### src/common/dtf_pkg.sv
// Package with shared types and constants for the device transport frame state machines.
package dtf_pkg;

	// Frame types reported by the link layer at start of frame.
	localparam logic [7:0] DTF_TYPE_REG_H2D = 8'h27;
	localparam logic [7:0] DTF_TYPE_DATA    = 8'h46;
	localparam logic [7:0] DTF_TYPE_DMA_SETUP = 8'h41;
	localparam logic [7:0] DTF_TYPE_SELFTEST  = 8'h58;

	// Loopback form bit positions inside the self-test pattern byte.
	localparam int DTF_LB_FAR_BIT  = 7;
	localparam int DTF_LB_RETI_BIT = 4;

	// Register frame and setup frame payload widths in dwords.
	localparam int DTF_REG_DWORDS   = 5;
	localparam int DTF_SETUP_DWORDS = 7;
	localparam int DTF_BIST_DWORDS  = 3;

	// Cycles spent in the data prepare state after its first cycle, before receiving.
	localparam logic [1:0] DTF_PREP_CYCLES = 2'h1;

	typedef enum {
		transport_idle_state,
		selftest_tx_build_state,
		selftest_tx_status_state,
		register_frame_rx_state,
		data_rx_prepare_state,
		data_rx_active_state,
		data_rx_abort_state,
		dma_setup_rx_state,
		selftest_rx_check_state,
		loopback_setup_state
	} dtf_state_t;

	// Incoming dword stream from the link layer.
	typedef struct packed {
		logic        sof;
		logic        valid;
		logic        eof;
		logic        crc_err;
		logic [31:0] data;
	} dtf_rx_t;

	// Outgoing dword stream toward the link layer.
	typedef struct packed {
		logic        valid;
		logic        last;
		logic [31:0] data;
	} dtf_tx_t;

endpackage : dtf_pkg

### src/rtl/dtf_capture.sv
// Word capture buffer that holds one received frame payload.
`timescale 1ns/1ns
module dtf_capture
	import dtf_pkg::*;
#(
	parameter int DEPTH = 7
) (
	// Clock and reset.
	input  wire logic              clock,
	input  wire logic              rst,
	// Capture control.
	input  wire logic              clear,
	input  wire logic              push,
	input  wire logic [31:0]       word,
	// Captured words, flattened, word 0 in the low bits.
	output logic [DEPTH*32-1:0]    words,
	output logic [3:0]             count
);

	logic [31:0] mem_reg [DEPTH];
	logic [3:0]  count_reg;
	logic [3:0]  count_next;
	wire         room = count_reg < 4'(DEPTH);

	// Extra words beyond depth are dropped so a long frame cannot overrun.
	assign count_next = clear ? 4'h0 : (push && room) ? count_reg + 4'h1 : count_reg;

	always_ff @(posedge clock) begin
		if (rst) begin
			count_reg <= 4'h0;
		end else begin
			count_reg <= count_next;
		end
	end

	always_ff @(posedge clock) begin
		if (push && room && !clear) begin
			mem_reg[count_reg[2:0]] <= word;
		end
	end

	// Flatten for the consumer; data comes from flip-flops.
	always_comb begin
		for (int i = 0; i < DEPTH; i++) begin
			words[i*32 +: 32] = mem_reg[i];
		end
	end

	assign count = count_reg;

endmodule : dtf_capture

### src/rtl/dtf_transport.sv
// Device transport frame state machines: self-test transmit and four decompose paths.
`timescale 1ns/1ns
// What this block does
// - After the whole self-test frame is handed over, mark it last and await status.
// - In status state, error-free finish returns to idle.
// - In status state, finish with errors resends the self-test frame.
// - Application switches layers to test mode after successful self-test send.
// - Register frame contents reach device registers only if error free.
// - Good register frame notifies the application then returns to idle.
// - Errored register or setup frame reports status to link, no application notice.
// - Illegal transition notice from link forces idle from any state.
// - Data frame first prepares, then enters the data receive state.
// - Data receive waits for end of frame, then returns to idle.
// - Application abort request moves data receive into the abort state.
// - Abort state asks link to send the abort primitive, then resumes receiving.
// - Abort coinciding with end of frame goes straight to idle.
// - Abort mechanism is discouraged yet stays implemented.
// - Good setup frame passes contents to application, notifies, returns to idle.
// - Self-test frame loopback form is checked before acting.
// - Good frame with supported loopback enters loopback setup.
// - Good frame with unsupported loopback returns to idle.
// - Self-test frame with reception error is not acted on; its form still reaches app_loopback_form.
// - Loopback setup notifies application to loop data, then returns to idle.
// - In idle, incoming frame type selects the decompose machine.
module dtf_transport
	import dtf_pkg::*;
#(
	parameter logic [7:0] LB_SUPPORTED = 8'h90
) (
	// Clock and reset.
	input  wire logic        clock,
	input  wire logic        rst,
	// Link layer receive stream and events.
	input  wire dtf_rx_t     rx,
	input  wire logic        link_illegal,
	input  wire logic        tx_done,
	input  wire logic        tx_err,
	// Link layer transmit stream and requests.
	output dtf_tx_t          tx,
	input  wire logic        tx_ready,
	output logic             link_status_err,
	output logic             link_send_abort,
	// Application self-test send request and payload.
	input  wire logic        app_selftest_req,
	input  wire logic [95:0] app_selftest_frame,
	output logic             app_selftest_sent,
	// Application receive side.
	input  wire logic        app_abort_req,
	output logic             data_rx_ready,
	output logic             app_cmd_notify,
	output logic [159:0]     dev_regs,
	output logic             app_setup_notify,
	output logic [223:0]     app_setup_info,
	output logic             app_loopback_notify,
	output logic [7:0]       app_loopback_form,
	// Current state for observation.
	output dtf_state_t       state
);

	dtf_state_t state_reg;
	dtf_state_t state_next;
	logic [1:0] idx_reg;
	logic [1:0] idx_next;
	logic [1:0] prep_reg;
	logic       err_reg;
	logic [159:0] regs_reg;
	logic [223:0] setup_reg;
	logic [7:0] form_reg;
	logic       cmd_n_reg, setup_n_reg, lb_n_reg, sent_reg, stat_reg, abort_reg;
	logic [223:0] cap_words;

	// Frame ended with a CRC error on its last word or earlier.
	wire frame_end   = rx.valid && rx.eof;
	wire frame_bad   = err_reg || rx.crc_err;
	wire is_type     = rx.sof && rx.valid;
	wire [7:0] ftype = rx.data[7:0];
	wire tx_last     = idx_reg == 2'(DTF_BIST_DWORDS - 1);
	wire tx_fire     = tx_ready && (state_reg == selftest_tx_build_state);
	wire [7:0] rx_form = cap_words[39:32];
	// A form is supported only if every requested bit is in the supported set.
	wire form_ok     = (rx_form & ~LB_SUPPORTED) == 8'h00 && rx_form != 8'h00;
	wire cap_clear   = state_reg == transport_idle_state;
	wire cap_push    = rx.valid && state_reg inside {register_frame_rx_state, dma_setup_rx_state,
		selftest_rx_check_state} || is_type && cap_clear;

	dtf_capture #(.DEPTH(DTF_SETUP_DWORDS)) u_cap (
		.clock (clock),
		.rst   (rst),
		.clear (cap_clear && !is_type),
		.push  (cap_push),
		.word  (rx.data),
		.words (cap_words),
		.count ()
	);

	// Next state selection.
	always_comb begin
		state_next = state_reg;
		case (state_reg)
			transport_idle_state: begin
				if (app_selftest_req) state_next = selftest_tx_build_state;
				else if (is_type) begin
					case (ftype)
						DTF_TYPE_REG_H2D:  state_next = register_frame_rx_state;
						DTF_TYPE_DATA:     state_next = data_rx_prepare_state;
						DTF_TYPE_DMA_SETUP: state_next = dma_setup_rx_state;
						DTF_TYPE_SELFTEST: state_next = selftest_rx_check_state;
						default:           state_next = transport_idle_state;
					endcase
				end
			end
			selftest_tx_build_state:
				if (tx_fire && tx_last) state_next = selftest_tx_status_state;
			selftest_tx_status_state:
				if (tx_done) state_next = tx_err ? selftest_tx_build_state : transport_idle_state;
			register_frame_rx_state, dma_setup_rx_state:
				if (frame_end) state_next = transport_idle_state;
			data_rx_prepare_state:
				if (prep_reg == DTF_PREP_CYCLES) state_next = data_rx_active_state;
			data_rx_active_state: begin
				if (frame_end) state_next = transport_idle_state;
				else if (app_abort_req) state_next = data_rx_abort_state;
			end
			data_rx_abort_state:
				state_next = frame_end ? transport_idle_state : data_rx_active_state;
			selftest_rx_check_state:
				if (frame_end) state_next = (!frame_bad && form_ok) ? loopback_setup_state
					: transport_idle_state;
			loopback_setup_state:
				state_next = transport_idle_state;
			default: state_next = transport_idle_state;
		endcase
		if (link_illegal) state_next = transport_idle_state;
	end

	// Index wraps on the last word so it never points past the three payload words.
	assign idx_next = (state_reg != selftest_tx_build_state || (tx_fire && tx_last)) ? 2'h0
		: tx_fire ? idx_reg + 2'h1 : idx_reg;

	always_ff @(posedge clock) begin
		if (rst) begin
			state_reg <= transport_idle_state;
			idx_reg   <= 2'h0;
			prep_reg  <= 2'h0;
			err_reg   <= 1'b0;
		end else begin
			state_reg <= state_next;
			idx_reg   <= idx_next;
			prep_reg  <= (state_reg == data_rx_prepare_state) ? prep_reg + 2'h1 : 2'h0;
			// The idle clear yields to a start word, so a fault on the type dword is kept.
			err_reg   <= (cap_clear && !is_type) ? 1'b0 : err_reg | (rx.valid && rx.crc_err);
		end
	end

	// Notices and payload registers; payload written only on clean frames, except the loopback form, written at every self-test frame end.
	always_ff @(posedge clock) begin
		if (rst) begin
			regs_reg    <= '0;
			setup_reg   <= '0;
			form_reg    <= 8'h00;
			cmd_n_reg   <= 1'b0;
			setup_n_reg <= 1'b0;
			lb_n_reg    <= 1'b0;
			sent_reg    <= 1'b0;
			stat_reg    <= 1'b0;
			abort_reg   <= 1'b0;
		end else begin
			cmd_n_reg   <= 1'b0;
			setup_n_reg <= 1'b0;
			lb_n_reg    <= 1'b0;
			sent_reg    <= state_reg == selftest_tx_status_state && tx_done && !tx_err && !link_illegal;
			stat_reg    <= frame_end && frame_bad && !link_illegal &&
				state_reg inside {register_frame_rx_state, dma_setup_rx_state};
			abort_reg   <= state_reg == data_rx_abort_state;
			if (state_reg == register_frame_rx_state && frame_end && !frame_bad && !link_illegal) begin
				regs_reg  <= {rx.data, cap_words[127:0]};
				cmd_n_reg <= 1'b1;
			end
			if (state_reg == dma_setup_rx_state && frame_end && !frame_bad && !link_illegal) begin
				setup_reg   <= {rx.data, cap_words[191:0]};
				setup_n_reg <= 1'b1;
			end
			if (state_reg == selftest_rx_check_state && frame_end) form_reg <= rx_form;
			if (state_reg == loopback_setup_state) lb_n_reg <= 1'b1;
		end
	end

	// Transmit stream is a handshake output; the word comes from the held payload.
	assign tx.valid = state_reg == selftest_tx_build_state;
	assign tx.last  = tx_last;
	assign tx.data  = app_selftest_frame[idx_reg*32 +: 32];

	assign data_rx_ready       = state_reg inside {data_rx_active_state, data_rx_abort_state};
	assign link_status_err     = stat_reg;
	assign link_send_abort     = abort_reg;
	assign app_cmd_notify      = cmd_n_reg;
	assign dev_regs            = regs_reg;
	assign app_setup_notify    = setup_n_reg;
	assign app_setup_info      = setup_reg;
	assign app_loopback_notify = lb_n_reg;
	assign app_loopback_form   = form_reg;
	assign app_selftest_sent   = sent_reg;
	assign state               = state_reg;

	// Checks.
	property p_tx_retry;
		@(posedge clock) disable iff (rst)
		state_reg == selftest_tx_status_state && tx_done && tx_err && !link_illegal |=> state_reg == selftest_tx_build_state;
	endproperty
	a_tx_retry: assert property (p_tx_retry) else $error("self-test frame not resent after error");

	property p_tx_ok;
		@(posedge clock) disable iff (rst)
		state_reg == selftest_tx_status_state && tx_done && !tx_err && !link_illegal
			|=> state_reg == transport_idle_state ##0 app_selftest_sent;
	endproperty
	a_tx_ok: assert property (p_tx_ok) else $error("good self-test send did not reach idle");

	property p_illegal;
		@(posedge clock) disable iff (rst) link_illegal |=> state_reg == transport_idle_state;
	endproperty
	a_illegal: assert property (p_illegal) else $error("illegal notice did not force idle");

	property p_reg_bad;
		@(posedge clock) disable iff (rst)
		state_reg == register_frame_rx_state && frame_end && frame_bad && !link_illegal
			|=> !app_cmd_notify && link_status_err && $stable(dev_regs);
	endproperty
	a_reg_bad: assert property (p_reg_bad) else $error("bad register frame was accepted");

	property p_reg_ok;
		@(posedge clock) disable iff (rst)
		state_reg == register_frame_rx_state && frame_end && !frame_bad && !link_illegal
			|=> app_cmd_notify && state_reg == transport_idle_state;
	endproperty
	a_reg_ok: assert property (p_reg_ok) else $error("good register frame not notified");

	property p_abort;
		@(posedge clock) disable iff (rst)
		state_reg == data_rx_abort_state && !link_illegal
			|=> link_send_abort && state_reg == ($past(frame_end) ? transport_idle_state : data_rx_active_state);
	endproperty
	a_abort: assert property (p_abort) else $error("abort state exit wrong");

	property p_prep;
		@(posedge clock) disable iff (rst)
		$rose(state_reg == data_rx_prepare_state) && !link_illegal ##1 !link_illegal
			|=> state_reg == data_rx_active_state;
	endproperty
	a_prep: assert property (p_prep) else $error("data prepare did not enter receive");

	property p_loop;
		@(posedge clock) disable iff (rst)
		state_reg == loopback_setup_state |=> app_loopback_notify && state_reg == transport_idle_state;
	endproperty
	a_loop: assert property (p_loop) else $error("loopback setup did not notify");

	property p_setup_bad;
		@(posedge clock) disable iff (rst)
		state_reg == dma_setup_rx_state && frame_end && frame_bad |=> !app_setup_notify;
	endproperty
	a_setup_bad: assert property (p_setup_bad) else $error("bad setup frame notified");

endmodule : dtf_transport

### config.mk
export PLATFORM = sky130hd
export DESIGN_NAME = dtf_transport
export DESIGN_NICKNAME = d
export VERILOG_FILES = /design/src/common/dtf_pkg.sv /design/src/rtl/dtf_capture.sv /design/src/rtl/dtf_transport.sv
export SDC_FILE = /design/constraint.sdc
export NUM_CORES = 1
export LEC_CHECK = 0
export BUFFER_PORTS_ARGS = -buffer_cell sky130_fd_sc_hd__buf_4
export CORE_AREA = 2 2 234 236
export CTS_CLUSTER_SIZE = 24
export DETAILED_ROUTE_END_ITERATION = 6
export DIE_AREA = 0 0 236 238
export GPL_TIMING_DRIVEN = 0
export MAX_ROUTING_LAYER = met4
export PLACE_DENSITY = 0.73
export SYNTH_ARGS = -nofsm -noshare
export SYNTH_HDL_FRONTEND = slang
export SYNTH_SLANG_ARGS = --single-unit
### constraint.sdc
create_clock -name clock -period 8.7 [get_ports clock]
set_clock_uncertainty 0.2 [all_clocks]
set_input_delay 0.87 -clock clock [delete_from_list [all_inputs] [get_ports clock]]
set_output_delay 0.87 -clock clock [all_outputs]
set_load 0.05 [all_outputs]
======== Word level (Yosys, flattened, before mapping) ========
Memories as Yosys holds them, arrays and structs flattened. A register that Yosys moved wholly into a read port is not among the register bits.
Index checks and enable logic that the tools add are counted.
operators by class
  bitwise logic cells ..................... 2
  add/sub/neg operators ................... 3
  shifts and indexed selects .............. 1
  reductions and logical operators ........ 46
  equality and inequality tests ........... 30
  multiplexer cells ....................... 19
  magnitude comparators ................... 1
operators by type and width
  operator               count
  $mux W32               9
  $pmux W32 S8           1
  $eq A32 B3 Y1 const B  6
  $eq A32 B4 Y1 const B  4
  $eq A32 B2 Y1 const B  3
  $shiftx A96 B8 Y32     1
  $eq A32 B5 Y1 const B  2
  $logic_not A32 Y1      2
  $eq A32 B1 Y1 const B  1
  $ne A32 B2 Y1 const B  1
  $logic_and A1 B1 Y1    25
  $eq A8 B7 Y1 const B   3
  $pmux W4 S4            1
  $ne A2 B2 Y1 const B   5
  $reduce_or A2 Y1       5
  $eq A8 B6 Y1 const B   1
  $logic_not A8 Y1       1
  $reduce_bool A8 Y1     1
  $reduce_and A7 Y1      1
  $mux W1                6
  $ne A3 B3 Y1 const B   2
  $logic_not A1 Y1       5
  $add A2 B1 Y2 const B  2
  $add A4 B1 Y4 const B  1
  other kinds (10)       13
storage, ports and cells
  RAM bits ................................ 224
  input port bits ......................... 140
  memories kept ........................... 1
  bits in registers ....................... 439
  output and inout port bits .............. 465
  word-level logic and storage cells ...... 117
memories
  name           depth  width  rd ports  clocked after memory_dff  wr ports  line               RTL
  u_cap.mem_reg  7      32     6         2                         1         dtf_capture.sv:20  logic [31:0] mem_reg [DEPTH];

======== Depth between registers and ports, before layout ========
Gate-level depths: netlist of run 1.
  depth after elaboration ................. 8
  gate-level depth with buffers ........... 8
  mapped depth without buffers ............ 7

======== Hierarchy ========
A second synthesis of run 1 with hierarchy kept.
second synthesis, totals
  cells, all modules ...................... 2,205
  area, all modules ....................... 22,093.7 um2
modules (own cells, without submodules)
  module         times used  area an instance (um2)  cells each  sequential area each (um2)
  dtf_transport  1           15,103.2                1,948       8,147.8
  dtf_capture    1           6,990.5                 257         6,806.5

======== Least setup slack after synthesis of run 1 ========
Ideal clock, no wire load.
  path type ............................... register -> register
  start ................................... register state_reg[0] (netlist: state[0])
  end ..................................... memory u_cap.mem_reg[4][0] (enable)
  stages on the path, launching flop included .. 6
  data arrival time ....................... 4.547 ns
  setup time .............................. 0.501 ns
  buffers on the path ..................... 1
  required time ........................... 7.999 ns
  path slack .............................. 3.452 ns
  clock period less this slack ............ 5.248 ns
  cell sequence ........................... dfxtp_1 > clkbuf_1 > and3b_1 > a21o_1 > nand3_1 > nor4_1
between the ends
  longest elaborated chain between the ends .. 8
  elaborated cells between the ends (all ways) .. 14
  classes of those cells .................. 3 x eq/ne; 2 x mux; 9 x reduce/logical
ends and longest elaborated chain
  item                                         line                  RTL
  start, declared                              dtf_transport.sv:60   dtf_state_t state_reg;
  start signal, assigned                       dtf_transport.sv:142  state_reg <= transport_idle_state;
  start signal, assigned                       dtf_transport.sv:147  state_reg <= state_next;
  $eq A32 B2 Y1, or another cell as far along  dtf_transport.sv:83   wire cap_push = rx.valid && state_reg inside {register_frame_rx_state, dma_setup_rx_state,
  $reduce_bool A3 Y1                           dtf_transport.sv:83
  $logic_and A1 B1 Y1                          dtf_transport.sv:83
  $logic_or A1 B1 Y1                           dtf_transport.sv:84   selftest_rx_check_state} || is_type && cap_clear;
  $logic_and A1 B1 Y1                          dtf_capture.sv:37     if (push && room && !clear) begin
  $logic_and A1 B1 Y1 (*)                      dtf_capture.sv:37
  $mux W1 (*)                                  dtf_capture.sv:37
  $mux W1 (not written as such) (*)            dtf_capture.sv:38     mem_reg[count_reg[2:0]] <= word;
  end, declared                                dtf_capture.sv:20
Every way passes the cells marked *; elsewhere a longest branch is shown, timed or not.

======== Final worst setup path of run 1 ========
  start ................................... register idx_reg[0]
  end ..................................... output port tx[32] in the netlist's numbering
between the ends
  longest elaborated chain between the ends .. 1
ends and longest elaborated chain
  item                    line                  RTL
  start, declared         dtf_transport.sv:62   logic [1:0] idx_reg;
  start signal, assigned  dtf_transport.sv:148  idx_reg <= idx_next;
  $eq A2 B2 Y1            dtf_transport.sv:77   wire tx_last = idx_reg == 2'(DTF_BIST_DWORDS - 1);
  end, declared           dtf_transport.sv:39   output dtf_tx_t tx,
Every way passes these cells.

==> run_results.csv, run 1 <==
group,metric,value,unit
run_status,status,"complete, but fails checks",
run_status,violations,"design-rule violations",
floorplan,start_util,39.73,%
synthesis,ys_ff_latch,603,
sta,setup_tns,0,ns
routing,routed.top_layer,"met4",
layout,multi_input_area,6425,sq um
synthesis,ys_seq_area_share,65.83,%
clock_tree,post-cts-setup-buffers,0,
clock_tree,cts_resized,0,
synthesis,synth_cell_types,46,
sta,setup_viol,0,
hold_path,hold_depth,1,
setup_path,crit_type,"reg -> out",
layout,syn2layout_area_growth,35.15,%
clock_tree,cts.clk_slew.worst_paths,0.06,ns
sta,rsz0062_at_grt,"no",
routing,drc_errors,3,
synthesis,yosys_warnings,0,
routing,met2_length,39.97,mm
layout,fill_cells,4667,
synthesis,synth_area_leader_cell,"dfxtp_1",
routing,met1_length,32.80,mm
global_routing,grt_pass1_vias,18230,
setup_path,cp_max_fo,10,
pwr,power_switching,0.001316,W
routing,drtIter0Drc,1574,
pwr,ir_drop,162.7,uV
floorplan,coreArea,53500,sq um
sta,maxSlewHeadroom,31.52,%
routing,met3RoutedLength,6.402,mm
pwr,leakage,10.90,nW
setup_path,worstReg2RegStart,"state[0]",
pwr,power_frac_comb,4.7,%
pwr,clockPowerShare,44.9,%
floorplan,die_y,238,um
floorplan,die_w,236,um
routing,wl_per_cell,22.70,um
global_routing,grt_overflow_total,0,
floorplan,io_pins,605,
pwr,sw_frac_of_total,22.72,%
floorplan,die_area,56170,sq um
sta,fmax,268.9,MHz
sta,finalCriticalPeriod,3.719,ns
clock_tree,cts_tree,"done",
pwr,power_density,201.6,nW/um^2
placed_design,dp.final_hpwl,60.20,mm
clock_tree,clockRootBuffer,"clkbuf_16",
global_routing,antenna_found_initial,9,
setup_path,worst_setup_path_end_kind,"output port",
hold_path,min_path_type,"reg -> reg",
placed_design,dp.cells,3482,
placed_design,numPortBuffers,575,
synthesis,synthTopCellsByCount,"807 x nand2_1, 411 x dfxtp_1, 393 x a21oi_1",
layout,stdcell_count,3598,
sta,min_period_over_period,42.75,%
clock_tree,cts_buffers,60,
pwr,pwr-share-seq,50.3,%
floorplan,rows,85,
clock_tree,cts.sink_count,603,
setup_path,startpoint_type,"register",
synthesis,avgSynthCellArea,9.800,sq um
pwr,p_int,0.004476,W
synthesis,synth_top_area_share,38.71,%
synthesis,syn_area,21260,sq um
setup_path,cp-startpoint,"idx_reg[0]",
sta,finalHoldViolCount,0,
pwr,finalPower,0.005791,W
synthesis,synth_edf_count,192,
sta,drv_slew,0,
clock_tree,insertion_delay,0.62,ns
clock_tree,cts_max_path_buffers,3,
routing,via_per_inst,5.172,
hold_path,min-delay-start,"prep_reg[0]",
global_routing,grt_use_total,28.98,%
synthesis,synth-async-reset-ratio,0,%
synthesis,synthTopCellsByArea,"dfxtp_1 39%, edfxtp_1 27%, nand2_1 14%",
hold_path,hold_end,"prep_reg[0]",
setup_path,crit_arrival,2.65,ns
synthesis,synth_most_common_cell,"nand2_1",
synthesis,ys.flop_type,"dfxtp_1",
flow_run,cap_violations,0,
layout,seqCellArea,13990,sq um
setup_path,reg2reg_depth,8,
routing,wl,81.68,mm
sta,hold_ws,0.2368,ns
synthesis,synth_cells,2169,
sta,tightest_slew,1.027,ns
placed_design,gp_congestion,0.9238,
global_routing,grt_max_degree,33,
setup_path,r2r_slack,5.45,ns
routing,num_vias,18610,
clock_tree,htreeDepth,2,
layout,drive_gt1_share,27.00,%
routing,ant_nets,0,
setup_path,r2r_end,"u_cap.mem_reg[2][20]",
routing,dr.pass1.iters,7,
layout,largest_reg_flops,224,
global_routing,grt_pass1_wl,117.2,mm
clock_tree,postCtsHoldBufs,0,
layout,nNetsFinal,2991,
setup_path,cp.required,7.63,ns
-- per-stage QoR --
step / util (%) / area (sq um) / setup WS [ns]
final: 53.70 / 28730 / 4.981
after global routing: 53.69 / 28720 / 4.716
after CTS: 53.69 / 28720 / 4.943
after detailed placement: 49.99 / 26740 / 5.272
after global placement: 49.62 / 26540 / 0.6212
after floorplan: - / 21360 / 3.452
-- layout make-up --
| class | count | area share [%] |
|---|---|---|
| Buffer | 179 | 3.345 |
| Clock inverter | 21 | 0.7753 |
| Clock buffer | 93 | 6.124 |
| Timing Repair Buffer | 590 | 15.55 |
| Multi-Input combinational cell | 1408 | 22.36 |
| Inverter | 6 | 0.07840 |
| Antenna cell | 2 | 0.01742 |
| Sequential cell | 603 | 48.71 |
| Tap cell | 696 | 3.031 |
-- metal layers --
layer  track usage, %  vias to the layer above
li1                 -                     8564
met1            35.39                     9020
met2            48.63                      874
met3            5.229                      152
met4            9.670                        0
met5                -                        -
-- cells by family after synthesis --
logic type               Yosys count  share of synthesized area [%]
AND/OR/NAND/NOR                  886                          16.53
flip-flops                       603                          65.83
AO/OA/AOI/OAI                    448                          10.80
buffers and inverters            185                          4.627
multiplexers                      41                          1.931
adder cells (fa/ha/maj)            3                         0.1766
XOR/XNOR                           2                        0.08243
other                              1                        0.01764
-- power groups by stage --
stage	Clock, W	Sequential (W)	Combinational (W)
after floorplan	0	0.00298	0.000121
after global placement	0	0.00298	0.000266
after detailed placement	0	0.00298	0.000272
after CTS	0.00263	0.00292	0.000272
after global routing	0.00274	0.00291	0.000285
final	0.00260	0.00292	0.000275
-- worst max-delay path: stages, from the launching register on --
cell,delay [ns]
dfxtp_1,0.30
clkbuf_1,0.41
buf_1,0.62
inv_1,0.11
ha_1,0.26
buf_4,0.14
buf_4,0.18
-- layout by cell type (no fill, tap or decap), types with 3 or more instances in the layout --
cell / Yosys / final
nand2_1: 807 / 807
buf_4: 31 / 613
dfxtp_1: 411 / 411
a21oi_1: 393 / 393
edfxtp_1: 192 / 192
clkbuf_1: 87 / 110
clkbuf_16: 0 / 63
buf_2: 42 / 42
mux2i_1: 41 / 41
o21ai_0: 39 / 39
conb_1: 1 / 28
buf_6: 16 / 23
nor2_1: 20 / 18
nor3_1: 11 / 9
clkinv_2: 0 / 9
nand3_1: 7 / 7
clkbuf_8: 0 / 7
inv_1: 6 / 6
nor3b_1: 7 / 6
nand2b_1: 4 / 4
o211ai_1: 4 / 4
nor4_1: 5 / 4
buf_1: 3 / 3
or2_2: 3 / 3
a21o_1: 3 / 3
nor4b_1: 3 / 3
ha_1: 3 / 3
bufinv_16: 0 / 3
-- worst max path at each step --
stage	slack, ns	endpoint	cells past startpoint
6_report	4.98	tx[32]	6
2_1_floorplan	3.45	u_cap.mem_reg[4][0]	5
4_1_cts	4.94	tx[8]	5
3_5_place_dp	5.27	app_setup_info[97]	8
3_3_place_gp	0.62	u_cap.mem_reg[4][15]	4
5_1_grt	4.72	tx[8]	5
Note: power is estimated with default switching activity, not from simulation.
==> inputs of run 2 (changes only) <==
==> constraint.sdc (replaced) <==
create_clock -name clock -period 3.8 [get_ports clock]
set_clock_uncertainty 0.2 [all_clocks]
set_input_delay 0.38 -clock clock [delete_from_list [all_inputs] [get_ports clock]]
set_output_delay 0.38 -clock clock [all_outputs]
set_load 0.05 [all_outputs]
==> run_results.csv, run 2 (synthesized netlist as in run 1, its figures left out) <==
group,metric,value,unit
placed_design,gp_congestion,0.9502,
global_routing,grt-busiest-layer,"met2",
global_routing,grtUsageMet2,48.73,%
hold_path,hold_depth,4,
floorplan,coreArea,53500,sq um
global_routing,gr-usage-met1,35.58,%
setup_path,cpPeakStageDelay,0.62,ns
sta,tightest_slew,1.466,ns
floorplan,start_util,39.73,%
routing,wl,82.69,mm
global_routing,use_met3,6.317,%
routing,num_vias,19010,
sta,rsz0062_at_grt,"no",
global_routing,grt_pass1_wl,118.5,mm
sta,setup_tns,0,ns
hold_path,min_path_type,"in -> reg",
run_status,violations,"max-capacitance violations",
setup_path,crit_arrival,2.86,ns
setup_path,cp.required,3.22,ns
layout,syn2layout_area_growth,37.50,%
layout,largest_reg_flops,224,
pwr,finalPower,0.01348,W
routing,ant_nets,0,
clock_tree,cts_max_path_buffers,3,
clock_tree,cts_tree,"done",
placed_design,numPortBuffers,575,
layout,drive_gt1_share,26.65,%
sta,setup_viol,0,
routing,drtIter0Drc,1772,
hold_path,hold_end,"state[1]",
floorplan,rows,85,
run_status,status,"complete, but fails checks",
clock_tree,clockRootBuffer,"clkbuf_16",
layout,stdcell_count,3632,
hold_path,min-delay-start,"app_abort_req",
flow_run,cap_violations,1,
setup_path,cp_max_fo,10,
floorplan,die_y,238,um
global_routing,grt_max_degree,33,
global_routing,grt_pass1_vias,18590,
placed_design,dp.final_hpwl,60.45,mm
setup_path,r2r_end,"u_cap.mem_reg[2][15]",
routing,dr.pass1.iters,6,
sta,min_period_over_period,90.65,%
clock_tree,htreeDepth,2,
floorplan,die_area,56170,sq um
layout,nNetsFinal,3024,
clock_tree,cts.sink_count,603,
layout,fill_cells,4748,
setup_path,r2r_slack,0.38,ns
setup_path,worst_setup_path_end_kind,"output port",
routing,drc_errors,0,
sta,maxSlewHeadroom,1.475,%
sta,drv_slew,0,
floorplan,die_w,236,um
setup_path,worstReg2RegStart,"state[0]",
clock_tree,cts_buffers,61,
global_routing,antenna_found_initial,12,
setup_path,crit_chain,"clkbuf_1 -> buf_1 -> mux2i_1 -> o21ai_0 -> buf_4",
clock_tree,cts.clk_slew.worst_paths,0.06,ns
pwr,ir_drop,348.2,uV
floorplan,io_pins,605,
pwr,leakage,11.10,nW
global_routing,grt_overflow_total,0,
layout,most-common-layout-cells,"807 x nand2_1, 606 x buf_4, 411 x dfxtp_1, 393 x a21oi_1, 192 x edfxtp_1",
setup_path,crit_type,"reg -> out",
layout,final_common_cell,"nand2_1",
sta,fmax,290.3,MHz
pwr,power_density,461.4,nW/um^2
routing,via_per_inst,5.234,
sta,finalHoldViolCount,0,
routing,wl_per_cell,22.77,um
sta,finalCriticalPeriod,3.445,ns
global_routing,grt_use_total,29.37,%
clock_tree,insertion_delay,0.63,ns
setup_path,cp_slowest_cell,"buf_1",
setup_path,startpoint_type,"register",
setup_path,reg2reg_depth,6,
placed_design,dp.cells,3474,
## run 2: cell type report
type,instances,area [sq um],area share [%]
tap,696,870.8,2.980
buffer,179,960.9,3.288
sequential,603,13990,47.88
timing repair buffer,622,4857,16.62
inverter,6,22.52,0.07706
clock buffer,93,1854,6.345
clock inverter,23,217.7,0.7449
antenna,2,5.005,0.01712
multi-input combinational,1408,6444,22.05
## run 2: worst max-delay path, delay by kind of cell, from the launching register on
kind,cells,cell delay (ns)
AO/OA/AOI/OAI,1,0.46
buffers and inverters,3,1.30
flip-flops,1,0.30
multiplexers,1,0.18
## run 2: timing repair
item	4_1_cts	5_1_grt
buffers inserted	0	0
hold buffers	40	0
resized for setup	0	0
endpoints found under the hold margin	262	0
## run 2: how the worst max path moves through the flow
stage,start,slack [ns],depth (start not counted),end
finish,idx_reg[0],0.36,5,tx[19]
global route,state[0],0.20,6,u_cap.mem_reg[2][23]
CTS,idx_reg[0],0.39,5,tx[19]
detailed placement,state[0],0.48,6,u_cap.mem_reg[2][15]
global placement,state[0],-1.55,5,u_cap.mem_reg[4][15]
floorplan,state[0],-0.14,5,u_cap.mem_reg[4][0]
## run 2: stage by stage
stage                     util, %  worst slack (ns)  hold WS [ns]  cell area, sq um
final                       54.63            0.3551        0.1040             29230
after floorplan                 -           -0.1445        0.2053             21380
after global routing        54.62            0.1968        0.1161             29220
after CTS                   54.62            0.3889       0.04894             29220
after detailed placement    50.00            0.4814        0.2209             26750
after global placement      49.66            -1.546        0.2144             26570
## run 2: power by group
| part | internal [W] | switching, W | leakage, nW |
|---|---|---|---|
| Combinational | 0.000208 | 0.000463 | 5.03 |
| Sequential | 0.00666 | 0.0000136 | 5.04 |
| Clock | 0.00358 | 0.00256 | 1.02 |
## run 2: metal layers
layer	share of wire, %	vias up
li1	-	8623
met2	49	955
met3	9.1	169
met1	39	9262
met5	0	-
met4	3.3	0
